$ cat config.mk
export PLATFORM = sky130hd
export DESIGN_NAME = phy_extended_control_reg
export DESIGN_NICKNAME = d
export VERILOG_FILES = /design/src/rtl/ext_ctrl_pkg.sv /design/src/rtl/nibble_encoder.sv /design/src/rtl/phy_extended_control_reg.sv
export VERILOG_INCLUDE_DIRS = /design/src /design/src/rtl
export SDC_FILE = /design/constraint.sdc
export NUM_CORES = 1
export LEC_CHECK = 0
export ABC_AREA = 1
export BUFFER_PORTS_ARGS = -buffer_cell sky130_fd_sc_hd__buf_2
export CORE_MARGIN = 2
export CORE_UTILIZATION = 43
export DETAILED_ROUTE_END_ITERATION = 12
export PLACE_DENSITY = 0.85
export SKIP_LAST_GASP = 1
export SYNTH_ARGS = -nofsm -noshare
export SYNTH_HDL_FRONTEND = slang
export SYNTH_SLANG_ARGS = --single-unit
$ cat constraint.sdc
create_clock -name clock -period 1.5 [get_ports clock]
set_clock_uncertainty 0.15 [all_clocks]
set_input_delay 0.375 -clock clock [delete_from_list [all_inputs] [get_ports clock]]
set_output_delay 0.375 -clock clock [all_outputs]
set_load 0.02 [all_outputs]
$ cat src/rtl/ext_ctrl_map.svh
// offsets, field positions, masks, reset values and buffer constants of the extended control register
`ifndef EXT_CTRL_MAP_SVH
`define EXT_CTRL_MAP_SVH

`define EXT_CTRL_OFFSET 5'h10
`define MGMT_ADDR_WIDTH 5
`define REG_WIDTH 16

`define BIT_OVR_EN 15
`define BIT_ADDR_HI 10
`define BIT_ADDR_LO 6
`define BIT_SCR_TEST 5
`define BIT_LINE_CODE 3
`define BIT_INV_CODE 2
`define BIT_SCR_DIS 0

`define RESERVED_MASK 16'h7812
`define READ_ONLY_MASK 16'h07C0
`define DEFAULT_PROTECTED 16'h0001
`define NO_BITS 16'h0000

`define RST_OVR_EN 1'b0
`define RST_SCR_TEST 1'b0
`define RST_LINE_CODE 1'b1
`define RST_INV_CODE 1'b0
`define RST_SCR_DIS 1'b0
`define RST_PHY_ADDR 5'h00
`define RST_SYMBOL 5'h00

`define BUF_DEPTH 2
`define BUF_FULL 2'h2
`define BUF_EMPTY 2'h0
`define BUF_ONE 2'h1

`endif

$ cat src/rtl/ext_ctrl_pkg.sv
// types shared by the extended control register and its symbol encoder
package ext_ctrl_pkg;

    typedef logic [3:0] nibble_t;
    typedef logic [4:0] symbol_t;
    typedef logic [15:0] reg_word_t;

    typedef enum logic [1:0] {
        code_standard = 2'h1,
        code_alternate = 2'h2
    } code_mode_t;

endpackage : ext_ctrl_pkg

$ cat src/rtl/nibble_encoder.sv
// nibble to five-bit symbol translation, standard or alternate table
`timescale 1ns/1ps
`include "ext_ctrl_map.svh"

module nibble_encoder
    import ext_ctrl_pkg::*;
(
    input wire nibble_t nibble,
    input wire logic tx_err,
    input wire logic alt_enable,
    output symbol_t symbol
);

    code_mode_t mode;
    symbol_t std_sym;
    symbol_t alt_sym;

    // alternate table only when the test bit and the error input are both high
    assign mode = (alt_enable && tx_err) ? code_alternate : code_standard;

    always_comb
    begin
        case (nibble)
            4'h0: std_sym = 5'h1E;
            4'h1: std_sym = 5'h09;
            4'h2: std_sym = 5'h14;
            4'h3: std_sym = 5'h15;
            4'h4: std_sym = 5'h0A;
            4'h5: std_sym = 5'h0B;
            4'h6: std_sym = 5'h0E;
            4'h7: std_sym = 5'h0F;
            4'h8: std_sym = 5'h12;
            4'h9: std_sym = 5'h13;
            4'hA: std_sym = 5'h16;
            4'hB: std_sym = 5'h17;
            4'hC: std_sym = 5'h1A;
            4'hD: std_sym = 5'h1B;
            4'hE: std_sym = 5'h1C;
            default: std_sym = 5'h1D;
        endcase
    end

    always_comb
    begin
        case (nibble)
            4'h8: alt_sym = 5'h00;
            4'h9: alt_sym = 5'h0D;
            4'hA: alt_sym = 5'h0C;
            4'hB: alt_sym = 5'h11;
            4'hC: alt_sym = 5'h10;
            4'hD: alt_sym = 5'h19;
            4'hE: alt_sym = 5'h18;
            4'hF: alt_sym = 5'h1F;
            default: alt_sym = {1'b0, nibble};
        endcase
    end

    always_comb
    begin
        case (mode)
            code_alternate: symbol = alt_sym;
            default: symbol = std_sym;
        endcase
    end

endmodule : nibble_encoder

$ cat src/rtl/phy_extended_control_reg.sv
// extended control register of a 10/100 transceiver with its transmit symbol path
//
// What this block does
// - set override enable lets the next management write change protected bits
// - override enable clears after a write to any other register, and takes bit fifteen of a write to its own register
// - reserved bits fourteen to eleven, four and one read as zero
// - port address sampled from the status pins at hardware reset, then held
// - software reset leaves the sampled port address unchanged
// - scrambler test bit forces descrambler lock loss and resynchronisation
// - line code bit selects nrz when zero, nrzi when one, resets to one
// - invalid code bit clear gives standard 4b5b translation whatever the error input
// - invalid code bit set with error input high uses the alternate table
// - alternate table maps nibbles zero to seven to leading zero codes
// - alternate table maps upper nibbles to their listed fixed codes
// - scrambler disable bit bypasses transmit scrambler and receive descrambler
// - scrambler and descrambler act only at 100 mb/s
`timescale 1ns/1ps
`include "ext_ctrl_map.svh"

module phy_extended_control_reg
    import ext_ctrl_pkg::*;
#(
    parameter int ADDR_BITS = 5,
    parameter int BUF_ENTRIES = 2,
    parameter logic [15:0] PROTECTED_MASK = `DEFAULT_PROTECTED
)
(
    input wire logic clock,
    input wire logic rst,
    input wire logic soft_rst,
    input wire logic mgmt_wr_en,
    input wire logic mgmt_rd_en,
    input wire logic [4:0] mgmt_addr,
    input wire logic [15:0] mgmt_wdata,
    output logic [15:0] mgmt_rdata,
    output logic mgmt_rdata_valid,
    output logic override_write_ok,
    input wire logic addr4_rxled_pin,
    input wire logic addr3_txled_pin,
    input wire logic addr2_linkled_pin,
    input wire logic addr1_colled_pin,
    input wire logic addr0_actled_pin,
    output logic [4:0] phy_address,
    input wire logic speed_100,
    output logic descrambler_unlock,
    output logic lock_drop_pulse,
    output logic scrambler_enable,
    output logic descrambler_enable,
    output logic nrzi_select,
    output logic invalid_code_test,
    input wire logic tx_valid,
    output logic tx_ready,
    input wire nibble_t tx_nibble,
    input wire logic tx_err,
    output logic sym_valid,
    input wire logic sym_ready,
    output symbol_t sym_code
);

    // parameter checks
    generate
        if (ADDR_BITS != `MGMT_ADDR_WIDTH)
        begin : g_bad_addr
            $error("port address width must be five");
        end
        if ((`BIT_ADDR_HI - `BIT_ADDR_LO + 1) != ADDR_BITS)
        begin : g_bad_field
            $error("address field width must match the port address");
        end
        if (BUF_ENTRIES != `BUF_DEPTH)
        begin : g_bad_depth
            $error("symbol buffer holds exactly two entries");
        end
        if ((PROTECTED_MASK & (`RESERVED_MASK | `READ_ONLY_MASK)) != `NO_BITS)
        begin : g_bad_mask
            $error("protected bits must be writable bits");
        end
        if (PROTECTED_MASK[`BIT_OVR_EN])
        begin : g_bad_ovr
            $error("override enable cannot itself be protected");
        end
    endgenerate

    // register fields
    logic ovr_en;
    logic scr_test;
    logic line_code;
    logic inv_code;
    logic scr_dis;
    logic [4:0] phy_addr;
    logic addr_taken;

    // read path
    logic [15:0] rdata;
    logic rvalid;

    // symbol buffer
    symbol_t buf_mem [0:1];
    logic wr_ptr;
    logic rd_ptr;
    logic [1:0] count;

    // decode and next values
    wire hit_wr;
    wire hit_rd;
    wire other_wr;
    wire [15:0] cur_word;
    wire [15:0] keep_mask;
    wire [15:0] merged;
    wire next_ovr_en;
    wire next_scr_test;
    wire next_line_code;
    wire next_inv_code;
    wire next_scr_dis;
    wire [4:0] strap_addr;
    wire [4:0] addr_field;
    wire push;
    wire pop;
    wire lock_rise;
    symbol_t enc_sym;

    assign hit_wr = mgmt_wr_en && (mgmt_addr == `EXT_CTRL_OFFSET);
    assign hit_rd = mgmt_rd_en && (mgmt_addr == `EXT_CTRL_OFFSET);
    assign other_wr = mgmt_wr_en && (mgmt_addr != `EXT_CTRL_OFFSET);

    // readback word, reserved bits forced to zero
    assign cur_word = ({ovr_en, 4'h0, addr_field, scr_test, 1'b0, line_code, inv_code,
                        1'b0, scr_dis}) & ~`RESERVED_MASK;

    // protected bits keep their value unless the override is armed
    assign keep_mask = ovr_en ? `NO_BITS : PROTECTED_MASK;
    assign merged = (mgmt_wdata & ~keep_mask) | (cur_word & keep_mask);

    // override enable: takes bit fifteen of its own write, cleared by any other write
    assign next_ovr_en = hit_wr ? merged[`BIT_OVR_EN] :
                         (other_wr ? 1'b0 : ovr_en);
    assign next_scr_test = hit_wr ? merged[`BIT_SCR_TEST] : scr_test;
    assign next_line_code = hit_wr ? merged[`BIT_LINE_CODE] : line_code;
    assign next_inv_code = hit_wr ? merged[`BIT_INV_CODE] : inv_code;
    assign next_scr_dis = hit_wr ? merged[`BIT_SCR_DIS] : scr_dis;

    assign strap_addr = {addr4_rxled_pin, addr3_txled_pin, addr2_linkled_pin,
                         addr1_colled_pin, addr0_actled_pin};

    // reads see the pins until the first edge after reset has latched them
    assign addr_field = addr_taken ? phy_addr : strap_addr;

    assign lock_rise = hit_wr && merged[`BIT_SCR_TEST] && !scr_test;

    // writable fields; soft reset restores them but not the address
    always_ff @(posedge clock or posedge rst)
    begin
        if (rst)
        begin
            ovr_en <= `RST_OVR_EN;
            scr_test <= `RST_SCR_TEST;
            line_code <= `RST_LINE_CODE;
            inv_code <= `RST_INV_CODE;
            scr_dis <= `RST_SCR_DIS;
        end
        else if (soft_rst)
        begin
            ovr_en <= `RST_OVR_EN;
            scr_test <= `RST_SCR_TEST;
            line_code <= `RST_LINE_CODE;
            inv_code <= `RST_INV_CODE;
            scr_dis <= `RST_SCR_DIS;
        end
        else
        begin
            ovr_en <= next_ovr_en;
            scr_test <= next_scr_test;
            line_code <= next_line_code;
            inv_code <= next_inv_code;
            scr_dis <= next_scr_dis;
        end
    end

    // strap capture on the first edge after hardware reset release
    always_ff @(posedge clock or posedge rst)
    begin
        if (rst)
        begin
            phy_addr <= `RST_PHY_ADDR;
            addr_taken <= 1'b0;
        end
        else if (!addr_taken)
        begin
            phy_addr <= strap_addr;
            addr_taken <= 1'b1;
        end
    end

    // registered read answer
    always_ff @(posedge clock or posedge rst)
    begin
        if (rst)
        begin
            rdata <= `NO_BITS;
            rvalid <= 1'b0;
        end
        else
        begin
            rvalid <= hit_rd;
            if (hit_rd)
            begin
                rdata <= cur_word;
            end
        end
    end

    // one-cycle notice when test mode is newly entered
    always_ff @(posedge clock or posedge rst)
    begin
        if (rst)
        begin
            lock_drop_pulse <= 1'b0;
        end
        else
        begin
            lock_drop_pulse <= lock_rise && !soft_rst;
        end
    end

    assign mgmt_rdata = rdata;
    assign mgmt_rdata_valid = rvalid;
    assign override_write_ok = ovr_en;
    assign phy_address = phy_addr;

    // datapath controls
    assign descrambler_unlock = scr_test && speed_100;
    assign scrambler_enable = speed_100 && !scr_dis;
    assign descrambler_enable = speed_100 && !scr_dis;
    assign nrzi_select = line_code;
    assign invalid_code_test = inv_code;

    // symbol translation at buffer entry
    nibble_encoder u_encoder (
        .nibble(tx_nibble),
        .tx_err(tx_err),
        .alt_enable(inv_code),
        .symbol(enc_sym)
    );

    // two-entry buffer between the mii side and the symbol consumer
    assign tx_ready = (count != `BUF_FULL);
    assign sym_valid = (count != `BUF_EMPTY);
    assign push = tx_valid && tx_ready;
    assign pop = sym_valid && sym_ready;
    assign sym_code = buf_mem[rd_ptr];

    genvar g;
    generate
        for (g = 0; g < `BUF_DEPTH; g = g + 1)
        begin : g_entry
            always_ff @(posedge clock or posedge rst)
            begin
                if (rst)
                begin
                    buf_mem[g] <= `RST_SYMBOL;
                end
                else if (push && (wr_ptr == 1'(g)))
                begin
                    buf_mem[g] <= enc_sym;
                end
            end
        end
    endgenerate

    always_ff @(posedge clock or posedge rst)
    begin
        if (rst)
        begin
            wr_ptr <= 1'b0;
            rd_ptr <= 1'b0;
            count <= `BUF_EMPTY;
        end
        else
        begin
            if (push)
            begin
                wr_ptr <= !wr_ptr;
            end
            if (pop)
            begin
                rd_ptr <= !rd_ptr;
            end
            if (push && !pop)
            begin
                count <= count + `BUF_ONE;
            end
            else if (pop && !push)
            begin
                count <= count - `BUF_ONE;
            end
        end
    end

endmodule : phy_extended_control_reg

### Yosys cells after proc, flatten, opt, wreduce, memory -nomap -nowiden

Memories as Yosys holds them, arrays and structs flattened.
Cells that the tools add are included.

| word-level totals | value |
|---|---|
| register bits after elaboration | 37 |
| memory bits (read-only) | 80 |
| input bits | 39 |
| memories | 1 |

Memory list:

| name | depth | bits a word | read ports | clocked after Yosys merged registers in | wr ports | RTL line | RTL |
|---|---|---|---|---|---|---|---|
| (name not given) | 16 | 5 | 1 | 0 | 0 | nibble_encoder.sv:23 | `case (nibble)` |

| operators by class | value |
|---|---|
| add/sub/neg operators | 2 |
| order comparisons | 1 |
| equal/unequal tests | 12 |
| mux-type cells | 21 |
| bitwise gates (word level) | 6 |
| reductions and logical operators | 26 |

Operators with widths:

| operator | number |
|---|---|
| $pmux W5 S8 | 1 |
| $eq A4 B4 Y1 const B | 8 |
| $mux W5 | 5 |
| $and A16 B1 Y16 | 1 |
| $and A16 B16 Y16 | 1 |
| $not A1 Y16 | 1 |
| $or A16 B16 Y16 | 1 |
| $logic_and A1 B1 Y1 | 15 |
| $mux W1 | 12 |
| $logic_not A1 Y1 | 7 |
| $mux W2 | 3 |
| $reduce_bool A2 Y1 | 3 |
| $eq A5 B5 Y1 const B | 1 |
| $ne A5 B5 Y1 const B | 1 |
| $reduce_bool A3 Y1 | 1 |
| $add A2 B1 Y2 const B | 1 |
| $eq A2 B2 Y1 const B | 1 |
| $ge A2 B2 Y1 const B | 1 |
| $ne A2 B2 Y1 const B | 1 |
| $not A1 Y2 | 1 |
| $sub A2 B1 Y2 const B | 1 |
| $not A1 Y1 | 1 |

### Longest topological paths before layout

Gate-level depths: netlist of the first run.

| logic depth | value |
|---|---|
| depth after elaboration | 7 |
| gate-level depth with buffers | 8 |
| mapped depth without buffers | 8 |

### Modules after synthesis

Synthesis of the first run repeated with hierarchy kept, for this count alone.

| unflattened totals | value |
|---|---|
| cell total of the unflattened synthesis | 224 |
| area, all modules | 1826.8 um^2 |

Modules (own cells, without submodules):

| module | instances | cells an instance | area each (um^2) | seq. area each (um^2) |
|---|---|---|---|---|
| phy_extended_control_reg | 1 | 187 | 1671.6 | 927.1 |
| nibble_encoder | 1 | 37 | 155.1 | 0.0 |

### Worst setup path after synthesis of the first run

Ideal clock, no wire load.

| timing path | value |
|---|---|
| path kind | register to register |
| from | reg count[1] |
| to | reg count[1] |
| setup time | 131 ps |
| arrival time | 1371 ps |
| required time | 1219 ps |
| slack | -151 ps |
| stages on the path, launching flop included | 8 |
| buffers on the path | 0 |
| period minus slack after synthesis | 1651 ps |
| cells stage by stage | dfrtp_1 inv_1 nand2_1 nand2_1 ha_1 a21oi_1 o21ai_0 xor2_1 |

| on the way | value |
|---|---|
| word-level cells in the longest chain between the ends | 5 |

RTL lines:

| what | RTL line | RTL |
|---|---|---|
| from (decl) | phy_extended_control_reg.sv:101 | `logic [1:0] count;` |
| from (signal assigned) | phy_extended_control_reg.sv:276 | `` count <= `BUF_EMPTY; `` |
| from (signal assigned) | phy_extended_control_reg.sv:290 | `` count <= count + `BUF_ONE; `` |
| from (signal assigned) | phy_extended_control_reg.sv:294 | `` count <= count - `BUF_ONE; `` |
| $reduce_bool A2 Y1 (no source line) * | - |  |
| via sym_valid | phy_extended_control_reg.sv:55 | `output logic sym_valid,` |
| $logic_and A1 B1 Y1 * | phy_extended_control_reg.sv:249 | `assign pop = sym_valid && sym_ready;` |
| $logic_not A1 Y1 | phy_extended_control_reg.sv:288 | `if (push && !pop)` |
| $logic_and A1 B1 Y1 | phy_extended_control_reg.sv:288 |  |
| $mux W2 / $reduce_bool A2 Y1 (equally long branches) | - |  |

The timed path passes the listed nets; every way through them passes the cells marked *. The select of a mux whose other input is x is not followed.
A chain may end at the register's enable or synchronous reset.

### Final worst setup path of the first run

| timing path | value |
|---|---|
| from | reg rd_ptr |
| to | out sym_code[2] |

| on the way | value |
|---|---|
| word-level cells in the longest chain between the ends | 4 |

RTL lines:

| what | RTL line | RTL |
|---|---|---|
| from (decl) | phy_extended_control_reg.sv:100 | `logic rd_ptr;` |
| from (signal assigned) | phy_extended_control_reg.sv:286 | `rd_ptr <= !rd_ptr;` |
| $not A1 Y2 (implied by the code) | phy_extended_control_reg.sv:250 | `assign sym_code = buf_mem[rd_ptr];` |
| $mux W5 (implied by the code) (3 in a row) | phy_extended_control_reg.sv:250 |  |
| to (decl) | phy_extended_control_reg.sv:57 | `output symbol_t sym_code` |

Every way passes these cells. The select of a mux whose other input is x is not followed.

==> reports/qor.yml, run 1 <==
setup_path:
  critPathSlowestCell: "dfrtp_2"
  path_class: "register to output port"
  worst_path_largest_cell_delay_ns: 0.49
  crit_required_ns: 0.97
  end_kind: "output port"
  path_buf_inv: 1
  arrival_ns: 1.24
  path_delay_family: "flip-flops"
  crit_path_cell_trace: "mux2_4 -> buf_6"
  worstPathMaxFanout: 6
  start_kind: "register"
timing:
  fin_hold_ws_ns: 0.152
  fin_ws_ns: -0.264
  hold_viol: 0
  rsz0062_at_grt: "yes"
  period_needed_ns: 1.76
  totalNegativeSetupSlack_ns: -1.28
  min_period_over_period_pct: 118
  setup_viol: 6
  fmax_mhz: 567
  slew_viol_final: 0
job:
  maxCapViolations: 0
clock_network:
  cts_buffers: 5
  cts.reportedPaths.clkPinSlew_ns: 0.07
  htreeDepth: 2
  cts_tree: "yes"
  clk_latency_ns: 0.28
  clock_path_buffers: 2
  cts.sinks: 37
  cts_root_buffer: "clkbuf_8"
power_and_ir_drop:
  power_frac_comb_pct: 40.9
  power.total_mw: 4.15
  vdd_drop_max_uv: 748
  switching_share_pct: 33.4
  power_frac_seq_pct: 34.6
  leakage_nw: 1.36
  p_int_mw: 2.76
  p_switching_mw: 1.39
  power_density_nw_per_um2: 1670
  pwr-share-clk_pct: 24.5
grt:
  overflow: 0
  met3_usage_pct: 7.79
  antenna_found_initial: 0
  grt.busiest_layer: "met2"
  met2_usage_pct: 34.4
  grt.total_usage_pct: 19.3
  grt_pass1_vias: 1558
  grt_pass1_wl_um: 6570
  grt_max_degree: 38
  use_met1_pct: 20.2
floorplan:
  die_area_um2: 4710
  start_util_pct: 44.9
  coreArea_um2: 4000
  die_h_um: 68.6
  rows: 23
  die_w_um: 68.6
  num_io_pins: 75
routing:
  detail-route-antenna-nets: 0
  wl_per_cell_um: 12.1
  drtIter0Drc: 115
  wirelength_um: 3920
  drcViolationCount: 0
  vias: 1551
  viasPerCell: 4.79
  drt-pass1-iter-count: 4
synth:
  yosys_warnings: 0
  synth_seq_area_share_pct: 51.6
  synth.ff_latch_count: 37
  netlist_area_um2: 1800
  synth_cell_type_count: 26
  postSynthCellCount: 198
  syn_avg_cell_area_um2: 9.07
layout:
  register_area_um2: 928
  fin_cells: 324
  fin_util_pct: 62.2
  n_fill_cell: 330
  diodes: 0
  layout-drive-gt1-share_pct: 44.9
  multiInputGateArea_um2: 788
  nNetsFinal: 313
  areaGrowthSynthToFinish_pct: 38.7
worst_hold_path:
  hold_path_class: "input pin to register"
placement:
  place_congestion: 0.964
  dpl.hpwl_um: 2810
  io_buffers: 57
  dp_cells: 309
outcome:
  status: "finished with violations"
  violations: "negative setup slack"
[final timing paths]
path,start,to,slack [ns],cells past startpoint
max in group asynchronous,rst,nrzi_select,0.42,4
min in group asynchronous,rst,phy_address[3],0.53,4
min reg2reg,scr_test,lock_drop_pulse,0.32,1
max,rd_ptr,sym_code[2],-0.26,2
max reg2reg,count[1],count[1],0.03,7
min,mgmt_wdata[2],invalid_code_test,0.15,3
[final cells by class]
| type | count | share of cell area [%] |
|---|---|---|
| flip-flops and latches | 37 | 37.3 |
| multi-input cells | 135 | 31.7 |
| repair buffers | 72 | 19.8 |
| inverters | 22 | 3.32 |
| clock buffers | 5 | 2.76 |
| clock inverters | 3 | 2.61 |
| well taps | 50 | 2.51 |
[power by group through the flow]
stage	combinational [mW]	clock, mW	sequential, mW
after global routing	1.89	1.08	1.47
after global placement	1.28	0	1.42
after detailed placement	1.32	0	1.43
final	1.70	1.02	1.43
after floorplan	0.911	0	1.44
after CTS	1.60	1.04	1.43
[cell families after synthesis]
logic type,Yosys count,share of synthesized area [%]
and+or+nand+nor,90,23.3
DFF,37,51.6
buffers and inverters,31,8.43
AOI/OAI and AO/OA,25,8.36
muxes,9,5.64
xor gates and xnor gates,3,1.46
other,2,0.418
adders and majority gates,1,0.697
[sequential cells by signal, indices dropped and copies added, names as in the netlist]
register and cells:
wr_ptr 1, buf_mem 10, phy_address 5, invalid_code_test 1
addr_taken 1, scr_test 1, nrzi_select 1, override_write_ok 1
count 2, mgmt_rdata_valid 1, scr_dis 1, mgmt_rdata 10
rd_ptr 1, lock_drop_pulse 1
[cells in the mapped netlist (all sizes together)]
library cell	n	area, um2
a21oi	4	20.0
buf	9	68.8
conb	2	7.51
dfrtp	36	901
dfstp	1	26.3
ha	1	12.5
inv	22	82.6
mux2	9	101
nand2	72	290
nand3	8	40.0
nand4	2	33.8
nor2	8	55.1
o211ai	1	7.51
o21ai	20	123
xnor2	2	17.5
xor2	1	8.76
[through the flow]
stage / area, um2 / setup slack (ns)
floorplan: 1840 / -0.0133
global placement: 2200 / -0.0212
detailed placement: 2200 / -0.0523
CTS: 2430 / -0.281
global route: 2490 / -0.312
finish: 2490 / -0.264
[worst reg2reg max path: stages (launching register included)]
cell and delay (ns):
dfrtp_1 0.41, inv_2 0.06, nand2_2 0.10, nand2_4 0.07, ha_4 0.25, a21oi_2 0.12, o21ai_2 0.07, xor2_1 0.14
[repair_timing]
action                                  CTS  global route
pin swaps                                 2             3
endpoints found under the setup margin   10            12
resized for setup                        23             9
gates cloned                              0             0
endpoints found under the hold margin    36             0
hold buffers                              1             0
setup buffers                             3             3
[routing by layer]
metal  wire length [um]  up-vias
met3                317        7
met1               1510      713
met2               2050       73
met4                 49        0
li1                   -      758
met5                  0        -
[cells in the final DEF (no fill, tap or decap), types with 2 or more instances in the layout]
master,n
buf_6,11
o21ai_1,2
clkbuf_8,5
buf_12,2
nor2_2,4
a21oi_1,3
mux2_4,4
mux2_2,5
dfrtp_1,35
xnor2_1,2
nand2_4,3
o21ai_0,11
buf_4,12
o21ai_2,7
nand2_2,3
inv_1,13
conb_1,7
buf_2,46
nor2_4,3
nand3_1,8
inv_2,9
nand2_1,66
bufinv_16,2
Power figures use the tool's default switching activity.
==> run 2, diff against run 1 <==
--- a/config.mk
+++ b/config.mk
@@ -9,9 +9,10 @@
 export ABC_AREA = 1
 export BUFFER_PORTS_ARGS = -buffer_cell sky130_fd_sc_hd__buf_2
 export CORE_MARGIN = 2
-export CORE_UTILIZATION = 43
+export CORE_UTILIZATION = 47
+export CTS_CLUSTER_DIAMETER = 80
 export DETAILED_ROUTE_END_ITERATION = 12
-export PLACE_DENSITY = 0.85
+export PLACE_DENSITY = 0.88
 export SKIP_LAST_GASP = 1
 export SYNTH_ARGS = -nofsm -noshare
 export SYNTH_HDL_FRONTEND = slang
==> constraint.sdc (replaced) <==
create_clock -name clock -period 1.9 [get_ports clock]
set_clock_uncertainty 0.15 [all_clocks]
set_input_delay 0.475 -clock clock [delete_from_list [all_inputs] [get_ports clock]]
set_output_delay 0.475 -clock clock [all_outputs]
set_load 0.02 [all_outputs]
==> run 2 against run 1 <==
The flow now finishes without violations; worst hold slack got worse by 0.026 ns; sequential share of layout area rose by 4.4 points; final cell count fell by 4.3%; wire length fell by 12%; count of clock-buffer cells in the layout did not move; combinational power fell by 44%; core utilization fell by 1.3 points; largest cell class unchanged.
==> reports/qor.yml, run 2 (synthesis gave the netlist of run 1 again) <==
outcome:
  status: "complete, no violations"
timing:
  min_period_over_period_pct: 97.7
  slew_viol_final: 0
  period_needed_ns: 1.86
  setup_viol: 0
  rsz0062_at_grt: "no"
  fin_hold_ws_ns: 0.127
  totalNegativeSetupSlack_ns: 0
  hold_viol: 0
  fmax_mhz: 538
grt:
  grt_pass1_vias: 1430
  grt.total_usage_pct: 17.9
  antenna_found_initial: 0
  grt_max_degree: 38
  grt_pass1_wl_um: 5920
  overflow: 0
routing:
  wirelength_um: 3450
  wl_met1_um: 1410
  drcViolationCount: 0
  vias: 1467
  viasPerCell: 4.73
  wl_per_cell_um: 11.1
  route.met3.wl_um: 206
  drt-pass1-iter-count: 4
  maxUsedRoutingLayer: "met4"
  drtIter0Drc: 46
  detail-route-antenna-nets: 0
  wl_met2_um: 1750
layout:
  n_fill_cell: 324
  mostFrequentLayoutCells: "nand2_1, buf_2, dfrtp_1"
  nNetsFinal: 301
  fin_cells: 310
  multiInputGateArea_um2: 736
  final_common_cell: "nand2_1"
  diodes: 0
  areaGrowthSynthToFinish_pct: 24.2
  layout-drive-gt1-share_pct: 39.7
  register_area_um2: 928
  stdcell_area_um2: 2230
power_and_ir_drop:
  power_density_nw_per_um2: 1230
  vdd_drop_max_uv: 749
  leakage_nw: 1.24
  power.total_mw: 2.74
job:
  maxCapViolations: 0
setup_path:
  reg2reg_to: "count[1]"
  end_kind: "output port"
  start_kind: "register"
  r2r_slack_ns: 0.25
  path_class: "register to output port"
  crit_required_ns: 1.27
  r2r-start: "count[0]"
  worstPathMaxFanout: 6
  r2r_cells: 8
  arrival_ns: 1.23
placement:
  dpl.hpwl_um: 2610
  dp_cells: 300
  place_congestion: 0.866
  io_buffers: 57
  placed_area_um2: 2100
floorplan:
  die_area_um2: 4330
  die_w_um: 65.8
  coreArea_um2: 3660
  start_util_pct: 49.0
  num_io_pins: 75
  rows: 22
  die_h_um: 65.8
clock_network:
  hold_buffers: 0
  cts_buffers: 5
  cts_tree: "yes"
  clk_latency_ns: 0.28
  cts.sinks: 37
  clock_path_buffers: 2
  htreeDepth: 2
  cts.reportedPaths.clkPinSlew_ns: 0.08
  cts_root_buffer: "clkbuf_8"
worst_hold_path:
  hold_path_class: "input pin to async pin"
[run 2: repair_timing]
action                                 in CTS  in global routing
endpoints found under the hold margin       0                  0
buffers inserted                            0                  2
setup endpoints to repair                   4                  3
gates resized for setup                     1                  0
[run 2: worst max-delay path by stage]
| stage | start | endpoint | slack, ns | depth (start not counted) |
|---|---|---|---|---|
| floorplan | count[1] | count[1] | 0.25 | 7 |
| global placement | tx_valid | count[1] | 0.22 | 7 |
| detailed placement | tx_valid | count[1] | 0.20 | 7 |
| CTS | rd_ptr | sym_code[4] | 0.003 | 2 |
| global route | rd_ptr | sym_code[4] | 0.009 | 2 |
| finish | rd_ptr | sym_code[4] | 0.04 | 2 |
[run 2: cell type report]
type	count	area share [%]
inverters	22	3.70
multi-input cells	135	33.0
repair buffers	60	13.8
clock inverters	3	2.08
flip-flops and latches	37	41.6
clock buffers	5	3.09
well taps	48	2.69
[run 2: metal layers]
metal	vias to the layer above	global-route usage [%]
li1	734	-
met1	672	20.2
met2	51	31.4
met3	10	3.92
met4	0	9.38
met5	-	0
[run 2: critical path, cell delays in order, from the launching register on]
cell and delay (ns):
dfrtp_2 0.43, mux2_2 0.36, buf_2 0.16
[run 2: metrics by stage]
step           utilization (%)  setup WS [ns]
2_1_floorplan                -          0.249
3_3_place_gp              57.3          0.217
3_5_place_dp              57.3          0.199
4_1_cts                   60.5        0.00254
5_1_grt                   60.9        0.00915
6_report                  60.9         0.0429
[run 2: where the power goes]
part / switching, mW / leakage, nW / internal (mW) / total (mW)
Combinational: 0.565 / 0.716 / 0.391 / 0.956
Sequential: 0.130 / 0.465 / 0.986 / 1.12
Clock: 0.277 / 0.0543 / 0.393 / 0.670
==> run 3, diff against run 2 <==
--- a/config.mk
+++ b/config.mk
@@ -9,10 +9,11 @@
 export ABC_AREA = 1
 export BUFFER_PORTS_ARGS = -buffer_cell sky130_fd_sc_hd__buf_2
 export CORE_MARGIN = 2
-export CORE_UTILIZATION = 47
+export CORE_UTILIZATION = 49
+export CTS_BUF_LIST = sky130_fd_sc_hd__clkbuf_8
 export CTS_CLUSTER_DIAMETER = 80
 export DETAILED_ROUTE_END_ITERATION = 12
-export PLACE_DENSITY = 0.88
+export PLACE_DENSITY = 0.9
 export SKIP_LAST_GASP = 1
 export SYNTH_ARGS = -nofsm -noshare
 export SYNTH_HDL_FRONTEND = slang
==> run 3 against run 2 <==
Clock power increased by 1%; maximum frequency about the same; combinational power increased by 2.4%; critical path depth unchanged; largest power group unchanged; highest routed layer unchanged.
==> reports/qor.yml, run 3 (synthesis gave the netlist of run 1 again) <==
clock_network:
  cts.reportedPaths.clkPinSlew_ns: 0.08
  clk_latency_ns: 0.29
  htreeDepth: 2
  cts_root_buffer: "clkbuf_8"
  cts_tree: "yes"
  clock_path_buffers: 2
  cts_buffers: 5
  cts.sinks: 37
power_and_ir_drop:
  vdd_drop_max_uv: 860
  pwr-share-clk_pct: 24.3
  power_density_nw_per_um2: 1250
  power_frac_comb_pct: 35.2
  power_frac_seq_pct: 40.5
  switching_share_pct: 36.0
  p_switching_mw: 1.00
  leakage_nw: 1.24
  power.total_mw: 2.78
  p_int_mw: 1.78
setup_path:
  r2r-start: "count[0]"
  start_kind: "register"
  end_kind: "output port"
  critPathSlowestCell: "dfrtp_2"
  cp-startpoint: "rd_ptr"
  arrival_ns: 1.23
  worst_path_largest_cell_delay_ns: 0.43
  crit_path_cell_trace: "mux2_2 -> buf_4"
  worstPathMaxFanout: 6
  crit_required_ns: 1.27
  path_class: "register to output port"
timing:
  fmax_mhz: 538
  totalNegativeSetupSlack_ns: 0
  min_period_over_period_pct: 97.8
  fin_hold_ws_ns: 0.118
  setup_viol: 0
  period_needed_ns: 1.86
  rsz0062_at_grt: "yes"
  hold_viol: 0
  slew_viol_final: 0
grt:
  grt_max_degree: 38
  overflow: 0
  antenna_found_initial: 0
  grt.total_usage_pct: 19.2
  grt_pass1_vias: 1551
  grt_pass1_wl_um: 6310
placement:
  io_buffers: 57
  dpl.hpwl_um: 2690
  dp_cells: 298
  place_congestion: 0.835
layout:
  mostFrequentLayoutCells: "nand2_1, buf_2, dfrtp_1"
  diodes: 0
  register_area_um2: 928
  fin_util_pct: 65.3
  nNetsFinal: 301
  n_fill_cell: 303
  multiInputGateArea_um2: 736
  fin_cells: 308
  areaGrowthSynthToFinish_pct: 24.2
  layout-drive-gt1-share_pct: 39.7
  final_common_cell: "nand2_1"
floorplan:
  die_w_um: 64.5
  coreArea_um2: 3420
  start_util_pct: 52.6
  num_io_pins: 75
  die_h_um: 64.5
  die_area_um2: 4160
  rows: 21
routing:
  drt-pass1-iter-count: 4
  drcViolationCount: 0
  drtIter0Drc: 57
  viasPerCell: 4.79
  vias: 1476
  wl_per_cell_um: 11.5
  detail-route-antenna-nets: 0
  wirelength_um: 3550
job:
  maxCapViolations: 0
outcome:
  status: "complete, no violations"
worst_hold_path:
  hold_path_class: "input pin to async pin"
==> run 3: changes by cell type in the layout (fill, tap and decap cells not counted) <==
cell,delta
buf_2,-1
buf_4,+1
o21ai_0,-1
o21ai_1,+1
==> run 3: metal layers <==
metal / part of all wire (%) / track usage (%) / vias up
met4: 1.5 / 7.98 / 0
met1: 40 / 20.8 / 683
met5: 0 / 0 / -
li1: - / - / 737
met3: 6.0 / 5.03 / 6
met2: 52 / 35.3 / 50
==> run 3: worst paths after layout <==
check / endpoint / slack (ns) / cells past startpoint
max: sym_code[4] / 0.04 / 2
min: mgmt_rdata_valid / 0.12 / 3
max reg2reg: count[1] / 0.22 / 8
min reg2reg: lock_drop_pulse / 0.32 / 1
max in group asynchronous: nrzi_select / 1.14 / 3
min in group clock: override_write_ok / 0.25 / 3
==> run 3: per-stage QoR <==
| step | cell area, um2 | worst slack, ns |
|---|---|---|
| final | 2230 | 0.0418 |
| after global routing | 2230 | -0.00643 |
| after CTS | 2230 | 0.0173 |
| after detailed placement | 2100 | 0.190 |
| after global placement | 2100 | 0.219 |
| after floorplan | 1810 | 0.249 |
==> run 3: worst max-delay path, delay by kind of cell, from the launching register on <==
kind,cells,cell delay [ns]
buffers and inverters,1,0.16
flip-flops,1,0.43
multiplexers,1,0.36
==> run 3: what timing repair did <==
action | 4_1_cts | 5_1_grt
setup buffers | 2 | 0
resized for setup | 1 | 2
hold endpoints to repair | 0 | 0
hold buffers | 0 | 0
pin swaps | 0 | 0
endpoints found under the setup margin | 4 | 2
==> run 3: power groups by stage <==
stage	logic [mW]	registers (mW)	clock network, mW
2_1_floorplan	0.675	1.14	0
3_3_place_gp	0.905	1.12	0
3_5_place_dp	0.936	1.14	0
4_1_cts	0.980	1.13	0.693
5_1_grt	1.09	1.16	0.736
6_report	0.979	1.13	0.677
==> run 3: layout make-up <==
type                    count  area share [%]
inverters                  22            3.70
clock buffers               5            3.09
clock inverters             3            2.08
multi-input cells         135            33.0
well taps                  46            2.58
flip-flops and latches     37            41.6
repair buffers             60            13.9
